--- config.mk ---
export PLATFORM = sky130hd
export DESIGN_NAME = port_b_low_pin_function_mux
export DESIGN_NICKNAME = d
export VERILOG_FILES = /design/src/port_b_pkg.sv /design/src/pin_sync.sv /design/src/port_b_low_pin_function_mux.sv
export VERILOG_INCLUDE_DIRS = /design/src
export SDC_FILE = /design/constraint.sdc
export NUM_CORES = 1
export LEC_CHECK = 0
export BUFFER_PORTS_ARGS = -buffer_cell sky130_fd_sc_hd__buf_2
export CORE_MARGIN = 1
export CORE_UTILIZATION = 25
export DETAILED_ROUTE_END_ITERATION = 8
export PLACE_DENSITY = 0.59
export RECOVER_POWER = 50
export SLEW_MARGIN = 10
export SYNTH_ARGS = -nofsm -noshare
export SYNTH_HDL_FRONTEND = slang
export SYNTH_HIERARCHICAL = 1
export SYNTH_SLANG_ARGS = --single-unit
--- constraint.sdc ---
create_clock -name clk_sys -period 3.68 [get_ports clk_sys]
set_clock_uncertainty 0.2 [all_clocks]
set_input_delay 0.184 -clock clk_sys [delete_from_list [all_inputs] [get_ports clk_sys]]
set_output_delay 0.184 -clock clk_sys [all_outputs]
set_load 0.05 [all_outputs]
--- src/port_b_low_map.svh ---
// Register offsets, reset values and field positions of the low port pin block
`ifndef PORT_B_LOW_MAP_SVH
`define PORT_B_LOW_MAP_SVH

`define PBL_ADDR_W 6
`define PBL_OFS_LATCH 6'h00
`define PBL_OFS_DIR 6'h04
`define PBL_OFS_INPUT 6'h08
`define PBL_OFS_ANALOG 6'h0C
`define PBL_OFS_ICON2 6'h10
`define PBL_OFS_FUNC 6'h14

`define PBL_RST_LATCH 4'h0
`define PBL_RST_DIR 4'hF
`define PBL_RST_DIGITAL 4'h0
`define PBL_RST_PU_DIS_N 1'b1
`define PBL_RST_OE_N 4'hF

`define PBL_BIT_PU_DIS_N 7
`define PBL_BIT_FUNC_PP 4
`define PBL_BIT_FUNC_REF 5

`define PBL_PIN_IRQ 0
`define PBL_PIN_BE 1
`define PBL_PIN_A3 2
`define PBL_PIN_A2 3
`define PBL_PIN_REF 2

`define PBL_RESP_OKAY 2'h0
`define PBL_RESP_SLVERR 2'h2

`endif

--- src/port_b_pkg.sv ---
// Types shared by the low port pin block
`include "port_b_low_map.svh"
package port_b_pkg;

    typedef struct packed {
        logic [`PBL_ADDR_W-1:0] awaddr;
        logic awvalid;
        logic [31:0] wdata;
        logic [3:0] wstrb;
        logic wvalid;
        logic bready;
        logic [`PBL_ADDR_W-1:0] araddr;
        logic arvalid;
        logic rready;
    } axi_req_t;

    typedef struct packed {
        logic awready;
        logic wready;
        logic bvalid;
        logic [1:0] bresp;
        logic arready;
        logic rvalid;
        logic [31:0] rdata;
        logic [1:0] rresp;
    } axi_rsp_t;

    typedef enum logic [2:0] {
        FN_GPIO,
        FN_REMAP,
        FN_PARALLEL,
        FN_REFCLK,
        FN_DEBUG
    } pin_func_t;

    typedef struct packed {
        logic [3:0] latch;
        logic [3:0] dir;
        logic [3:0] digital;
        logic pu_dis_n;
        logic [3:0] remap_en;
        logic pp_en;
        logic ref_en;
        logic aw_held;
        logic [`PBL_ADDR_W-1:0] aw_addr;
        logic w_held;
        logic [7:0] w_data;
        logic w_strb0;
        logic bvalid;
        logic [1:0] bresp;
        logic rvalid;
        logic [1:0] rresp;
        logic [7:0] rdata;
        logic [3:0] pin_out;
        logic [3:0] pin_oe_n;
        logic [3:0] pullup_en;
        logic [3:0] remap_in;
        logic irq0;
    } port_state_t;

endpackage

--- src/pin_sync.sv ---
// Two-stage synchroniser for the digital pin inputs
module pin_sync #(
    parameter int WIDTH = 4
) (
    input wire logic clk_sys,
    input wire logic rst,
    input wire logic [WIDTH-1:0] async_in,
    output logic [WIDTH-1:0] sync_out
);
    typedef struct packed {
        logic [WIDTH-1:0] stage1;
        logic [WIDTH-1:0] stage2;
    } sync_state_t;

    sync_state_t st;
    sync_state_t next_st;

    // First stage feeds only the second one
    always_comb begin
        next_st = st;
        next_st.stage1 = async_in;
        next_st.stage2 = st.stage1;
    end

    always_ff @(posedge clk_sys) begin
        if (rst) begin
            st <= '0;
        end else begin
            st <= next_st;
        end
    end

    assign sync_out = st.stage2;
endmodule

--- src/port_b_low_pin_function_mux.sv ---
// Pin function mux and register slave for the four low port pins
//
// Notes on behaviour
// - Direction 0 drives the output latch; analog setting leaves the drive alone.
// - Direction 1 makes an input; pull-up on while shared active-low bit is clear.
// - Analog pins have their digital input path shut off.
// - After reset pins are analog; setting config bits makes them digital.
// - Debug-claimed pins lose every other function.
// - Parallel port outputs override the direction bit.
// - Pins are remap inputs at direction 1, remap outputs at direction 0 with their remap enable bit set.
// - Parallel port functions exist only in the large package variant.
// - Lowest pin feeds external interrupt zero when its direction is 1.
// - Reading an analog pin returns 0.
// - Pull-ups off on output pins, and all off after reset.
// - Shared pull-up control sits at bit 7 of interrupt control two.
`include "port_b_low_map.svh"
module port_b_low_pin_function_mux #(
    parameter bit PKG_44 = 1'b1
) (
    input wire logic clk_sys,
    input wire logic rst,
    input wire port_b_pkg::axi_req_t bus_req,
    output port_b_pkg::axi_rsp_t bus_rsp,
    input wire logic [3:0] pin_in,
    output logic [3:0] pin_out,
    output logic [3:0] pin_oe_n,
    output logic [3:0] pullup_en,
    input wire logic [3:0] debug_claim,
    input wire logic [3:0] remap_out_data,
    output logic [3:0] remap_in_data,
    output logic external_irq_zero,
    input wire logic parallel_port_active,
    input wire logic parallel_port_byte_enable,
    input wire logic parallel_port_addr_two,
    input wire logic parallel_port_addr_three,
    input wire logic reference_clock_out
);
    import port_b_pkg::*;

    port_state_t st;
    port_state_t next_st;
    logic [3:0] pin_sync_q;
    logic wr_commit;

    // Priority of pin functions; debug claim beats everything
    function automatic pin_func_t pin_function(input int idx, input logic claim,
                                               input logic dir, input logic remap_en,
                                               input logic pp_on, input logic ref_en);
        if (claim) begin
            return FN_DEBUG;
        end else if (PKG_44 && pp_on && idx != `PBL_PIN_IRQ) begin
            return FN_PARALLEL;
        end else if (!dir && remap_en) begin
            return FN_REMAP;
        end else if (!dir && ref_en && idx == `PBL_PIN_REF) begin
            return FN_REFCLK;
        end
        return FN_GPIO;
    endfunction

    // Address decode shared by the write and read paths
    function automatic logic reg_known(input logic [`PBL_ADDR_W-1:0] addr);
        if (addr == `PBL_OFS_LATCH) begin
            return 1'b1;
        end else if (addr == `PBL_OFS_DIR) begin
            return 1'b1;
        end else if (addr == `PBL_OFS_INPUT) begin
            return 1'b1;
        end else if (addr == `PBL_OFS_ANALOG) begin
            return 1'b1;
        end else if (addr == `PBL_OFS_ICON2) begin
            return 1'b1;
        end else if (addr == `PBL_OFS_FUNC) begin
            return 1'b1;
        end
        return 1'b0;
    endfunction

    // Pins are sampled only after two flops to avoid metastable reads
    pin_sync #(
        .WIDTH(4)
    ) u_pin_sync (
        .clk_sys(clk_sys),
        .rst(rst),
        .async_in(pin_in),
        .sync_out(pin_sync_q)
    );

    assign wr_commit = st.aw_held && st.w_held && !st.bvalid;

    // Pin muxing, peripheral inputs and the bus slave
    always_comb begin
        pin_func_t fn;
        logic [3:0] port_read;
        logic [7:0] rd;
        fn = FN_GPIO;
        rd = 8'h00;
        next_st = st;
        // Analog pins read as zero since their input buffer is off
        port_read = pin_sync_q & st.digital & ~debug_claim;
        for (int i = 0; i < 4; i++) begin
            fn = pin_function(i, debug_claim[i], st.dir[i], st.remap_en[i],
                              st.pp_en && parallel_port_active, st.ref_en);
            next_st.pullup_en[i] = 1'b0;
            next_st.remap_in[i] = 1'b0;
            case (fn)
                FN_DEBUG: begin
                    next_st.pin_out[i] = 1'b0;
                    next_st.pin_oe_n[i] = 1'b1;
                end
                FN_PARALLEL: begin
                    next_st.pin_oe_n[i] = 1'b0;
                    if (i == `PBL_PIN_BE) begin
                        next_st.pin_out[i] = parallel_port_byte_enable;
                    end else if (i == `PBL_PIN_A3) begin
                        next_st.pin_out[i] = parallel_port_addr_three;
                    end else begin
                        next_st.pin_out[i] = parallel_port_addr_two;
                    end
                end
                FN_REMAP: begin
                    next_st.pin_out[i] = remap_out_data[i];
                    next_st.pin_oe_n[i] = 1'b0;
                end
                FN_REFCLK: begin
                    next_st.pin_out[i] = reference_clock_out;
                    next_st.pin_oe_n[i] = 1'b0;
                end
                default: begin
                    // Analog setting does not gate the output driver
                    next_st.pin_out[i] = st.latch[i];
                    next_st.pin_oe_n[i] = st.dir[i];
                    next_st.pullup_en[i] = st.dir[i] && !st.pu_dis_n;
                end
            endcase
            if (fn != FN_PARALLEL && fn != FN_DEBUG) begin
                next_st.remap_in[i] = port_read[i] && st.dir[i];
            end
        end
        next_st.irq0 = next_st.remap_in[`PBL_PIN_IRQ];

        // Write channel: address and data are taken in either order
        if (bus_req.awvalid && !st.aw_held) begin
            next_st.aw_held = 1'b1;
            next_st.aw_addr = bus_req.awaddr;
        end
        if (bus_req.wvalid && !st.w_held) begin
            next_st.w_held = 1'b1;
            next_st.w_data = bus_req.wdata[7:0];
            next_st.w_strb0 = bus_req.wstrb[0];
        end
        if (st.bvalid && bus_req.bready) begin
            next_st.bvalid = 1'b0;
        end
        if (wr_commit) begin
            next_st.aw_held = 1'b0;
            next_st.w_held = 1'b0;
            next_st.bvalid = 1'b1;
            next_st.bresp = reg_known(st.aw_addr) ? `PBL_RESP_OKAY : `PBL_RESP_SLVERR;
            // Only byte lane 0 holds implemented bits
            if (st.w_strb0) begin
                if (st.aw_addr == `PBL_OFS_LATCH || st.aw_addr == `PBL_OFS_INPUT) begin
                    next_st.latch = st.w_data[3:0];
                end else if (st.aw_addr == `PBL_OFS_DIR) begin
                    next_st.dir = st.w_data[3:0];
                end else if (st.aw_addr == `PBL_OFS_ANALOG) begin
                    next_st.digital = st.w_data[3:0];
                end else if (st.aw_addr == `PBL_OFS_ICON2) begin
                    next_st.pu_dis_n = st.w_data[`PBL_BIT_PU_DIS_N];
                end else if (st.aw_addr == `PBL_OFS_FUNC) begin
                    next_st.remap_en = st.w_data[3:0];
                    next_st.pp_en = st.w_data[`PBL_BIT_FUNC_PP];
                    next_st.ref_en = st.w_data[`PBL_BIT_FUNC_REF];
                end
            end
        end

        // Read channel: one cycle to answer, held until rready
        if (st.rvalid && bus_req.rready) begin
            next_st.rvalid = 1'b0;
        end
        if (bus_req.arvalid && !st.rvalid) begin
            if (bus_req.araddr == `PBL_OFS_LATCH) begin
                rd = {4'h0, st.latch};
            end else if (bus_req.araddr == `PBL_OFS_DIR) begin
                rd = {4'h0, st.dir};
            end else if (bus_req.araddr == `PBL_OFS_INPUT) begin
                rd = {4'h0, port_read};
            end else if (bus_req.araddr == `PBL_OFS_ANALOG) begin
                rd = {4'h0, st.digital};
            end else if (bus_req.araddr == `PBL_OFS_ICON2) begin
                rd = {st.pu_dis_n, 7'h00};
            end else if (bus_req.araddr == `PBL_OFS_FUNC) begin
                rd = {2'h0, st.ref_en, st.pp_en, st.remap_en};
            end
            next_st.rvalid = 1'b1;
            next_st.rdata = rd;
            next_st.rresp = reg_known(bus_req.araddr) ? `PBL_RESP_OKAY : `PBL_RESP_SLVERR;
        end
    end

    // Whole state in one register; reset puts pins analog with pull-ups off
    always_ff @(posedge clk_sys) begin
        if (rst) begin
            st <= '0;
            st.latch <= `PBL_RST_LATCH;
            st.dir <= `PBL_RST_DIR;
            st.digital <= `PBL_RST_DIGITAL;
            st.pu_dis_n <= `PBL_RST_PU_DIS_N;
            st.pin_oe_n <= `PBL_RST_OE_N;
        end else begin
            st <= next_st;
        end
    end

    // Handshake readies are combinational, data come from flops
    always_comb begin
        bus_rsp.awready = !st.aw_held;
        bus_rsp.wready = !st.w_held;
        bus_rsp.bvalid = st.bvalid;
        bus_rsp.bresp = st.bresp;
        bus_rsp.arready = !st.rvalid;
        bus_rsp.rvalid = st.rvalid;
        bus_rsp.rdata = {24'h000000, st.rdata};
        bus_rsp.rresp = st.rresp;
    end

    assign pin_out = st.pin_out;
    assign pin_oe_n = st.pin_oe_n;
    assign pullup_en = st.pullup_en;
    assign remap_in_data = st.remap_in;
    assign external_irq_zero = st.irq0;

    // Pins owned by the parallel port, and pins left to the plain latch drive
    logic [3:0] pp_mask;
    logic [3:0] plain_out;
    assign pp_mask = {4{PKG_44 && st.pp_en && parallel_port_active}} & 4'hE;
    assign plain_out = ~st.dir & ~st.remap_en & ~debug_claim & ~pp_mask
                       & ~({4{st.ref_en}} & 4'h4);
endmodule

==> impl_results.md <==
* Total chip power at 0.00200 W
* Yosys top cell area share at 0.446
* Worst endpoint required time at 3.75 ns
* Worst-Margin Slew at 1.08 ns
* Yosys cell types at 37
* RSZ-0062 raised after global routing: false
* Avg Inst Size Synth at 9.37 sq um
* Worst vdd ir at 184 uV
* Gr usage total at 0.118
* DRC errors left at 0
* Buf+Inv Stages, Crit Path at 1
* Sequential power share at 0.397
* Worst-skew pair later-pin latency at 0.33 ns
* Sw frac at 0.239
* Synth area leader: dfxtp_1
* Die X at 114 um
* Post-synth EDFFs at 0
* Slew headroom at 0.277
* Area Growth Syn to Fin at 27.1%
* Slowest CP cell: dlygate4sd3_1
* Largest net degree at the start of global routing at 56
* Register area share after synthesis at 0.446
* Setup slack after placement at 1.55 ns
* Final #Nets at 485
* Max Clk Rate at 494 MHz
* Clock power frac at 0.498
* DR vias at 2,486
* Worst path max stage delay at 0.61 ns
* Comb pwr share at 0.106
* Post-Syn Area at 0.00314 sq mm
* TritonCTS buffer count at 9
* Vias in the first global route at 2,366
* Leakage at 1.70 nW
* Crit Path Max Fanout at 9
* I/O Pins at 130
* H-tree levels at 3
* GR Overflow Total at 0
* Antenna violation net count after detailed routing at 0
* Worst-path cell chain: nand2_1, a2111oi_0, dlygate4sd3_1
* Gate Count Post-Synth at 335
* Final Hold Fails at 0
* Die H at 114 um
* Port Buffers at 74
* Initial antenna violation count at 0
* Status: finished clean
* Async SR Flop Fraction at 0
* Ant. Diodes at 0
* GPL Wtd Cong at 0.772
* Clock buffer depth at 2
* Initial Util at 0.259
* Clock transition at the registers of the reported paths at 0.06 ns
* Power density cells at 502 mW/mm^2
* Critical path class: reg -> reg
* Initial DRC Count at 89
* First-pass GRT wire length at 11,700 um
* Ranking of synthesized cells by area: dfxtp_1, buf_4, mux2i_1
* Top_reg_cell synth: dfxtp_1
* Net Switching at 0.000479 W
* Int Power at 0.00152 W
* 1st-pass router iterations at 4
* Fin crit period at 2.02 ns
* Vias per inst at 4.25
* Fillers at 1,303
* CP Capture Type: register
* Startpoint Class: register
* Die area at 0.0130 sq mm
* Layout cell share with drive strength beyond 1 at 0.153
* Root Buffer: clkbuf_16
* Pins Over Slew Limit at 0
* Critical Path AT at 2.09 ns
* CTS Sinks at 70
* Delay-heaviest family, CP: buffers and inverters
* Final setup fails at 0
* Max Cap Viol at 0
* Yosys warns at 6
* Tcrit/Tclk final at 0.550
* Dpl hpwl at 5500 um
* Wirelength, routed at 7580 um
* TritonCTS clock tree: done
* Final WS setup at 1.66 ns
* Core Rows at 40
* Synthesized flop and latch total at 70
* Setup TNS at 0 ns
* Core ar. at 0.0121 sq mm
* Worst hold path class: in -> reg
* Wire per inst at 13.0 um
-- tightest hold or removal path: stages --
cell and delay (ns):
buf_2 0.14, a21oi_1 0.13, a211oi_1 0.07
-- state kept, by name (all words and copies together), names as in the netlist --
signal	cells
bus_rsp	11
pin_oe_n	4
pin_out	4
pullup_en	4
remap_in_data	4
st	35
u_pin_sync/next_st	4
u_pin_sync/sync_out	4
-- synthesized netlist by cell type, types with 2 or more instances --
| cell | number |
|---|---|
| nor3_1 | 3 |
| a2111oi_0 | 2 |
| o221ai_1 | 3 |
| and4b_1 | 3 |
| mux2i_1 | 35 |
| a21oi_1 | 11 |
| and3_1 | 6 |
| nand3b_1 | 2 |
| clkbuf_1 | 6 |
| a21o_1 | 3 |
| dfxtp_1 | 70 |
| nor2_1 | 48 |
| and3b_1 | 5 |
| o21ai_0 | 9 |
| a32oi_1 | 7 |
| nand4b_1 | 2 |
| a211oi_1 | 2 |
| buf_1 | 2 |
| nand2_1 | 18 |
| buf_4 | 56 |
| nor2b_1 | 16 |
| nand2b_1 | 8 |
| inv_1 | 4 |
-- area by class of cell --
cell class              instances  area, sq um  area share
clock buffers                  10          239      0.0599
clock inverters                 5          106      0.0267
repair buffers                106          652       0.163
inverters                       5         18.8     0.00471
well taps                     168          210      0.0527
flip-flops and latches         70         1400       0.351
multi-input cells             221         1360       0.341
-- power by group through the flow --
stage	Clock (W)	Sequential [W]	Combinational [W]
floorplan	0	0.000806	0.000170
finish	0.000997	0.000794	0.000212
detailed placement	0	0.000811	0.000191
global route	0.00106	0.000796	0.000227
global placement	0	0.000810	0.000188
CTS	0.00102	0.000794	0.000213
-- cells by family (layout without fill, tap and decap cells) --
family	count (synthesis)	count (layout)	share of synthesized area
flops	70	70	0.446
mux	35	35	0.112
compound gates	42	42	0.0909
simple gates	117	117	0.199
buf+inv	70	126	0.151
other cells	1	27	0.00119
-- path summary, 6_finish.rpt --
| path | from | to | slack, ns | depth (start not counted) |
|---|---|---|---|---|
| worst max-delay path | st[49] | pin_out[3] | 1.66 | 3 |
| worst min-delay path | bus_req[6] | bus_rsp[1] | 0.05 | 3 |
| worst max register to register | st[49] | pin_out[3] | 1.66 | 3 |
| worst min register to register | u_pin_sync/next_st[2] | u_pin_sync/sync_out[2] | 0.25 | 1 |
-- layout by cell type (no fill, tap or decap), types with 11 or more instances in the layout --
master         netlist  layout
dfxtp_1             70      70
nor2_1              48      48
buf_2                1      45
mux2i_1             35      35
dlygate4sd3_1        0      31
clkbuf_1             6      29
conb_1               1      27
nand2_1             18      18
nor2b_1             16      16
a21oi_1             11      11
-- layer usage --
layer  part of all wire  track usage
met4              0.022       0.0641
met5                  0            0
met3              0.051       0.0281
met1               0.46        0.145
met2               0.47        0.192
-- timing repair --
action                                 in CTS  in global routing
endpoints found under the hold margin      34                  0
setup buffers                               0                  0
hold buffers                               31                  0
gates resized for setup                     0                  0
-- metrics by stage --
stage | cells | hold slack (ns) | utilization | instance area (sq um)
floorplan | 361 | 0.0556 | - | 3240
global placement | 539 | 0.201 | 0.278 | 3370
detailed placement | 539 | 0.203 | 0.278 | 3370
CTS | 585 | 0.0396 | 0.332 | 4030
global route | 585 | 0.0570 | 0.329 | 3990
finish | 585 | 0.0520 | 0.329 | 3990
Note: power is estimated with default switching activity, not from simulation.
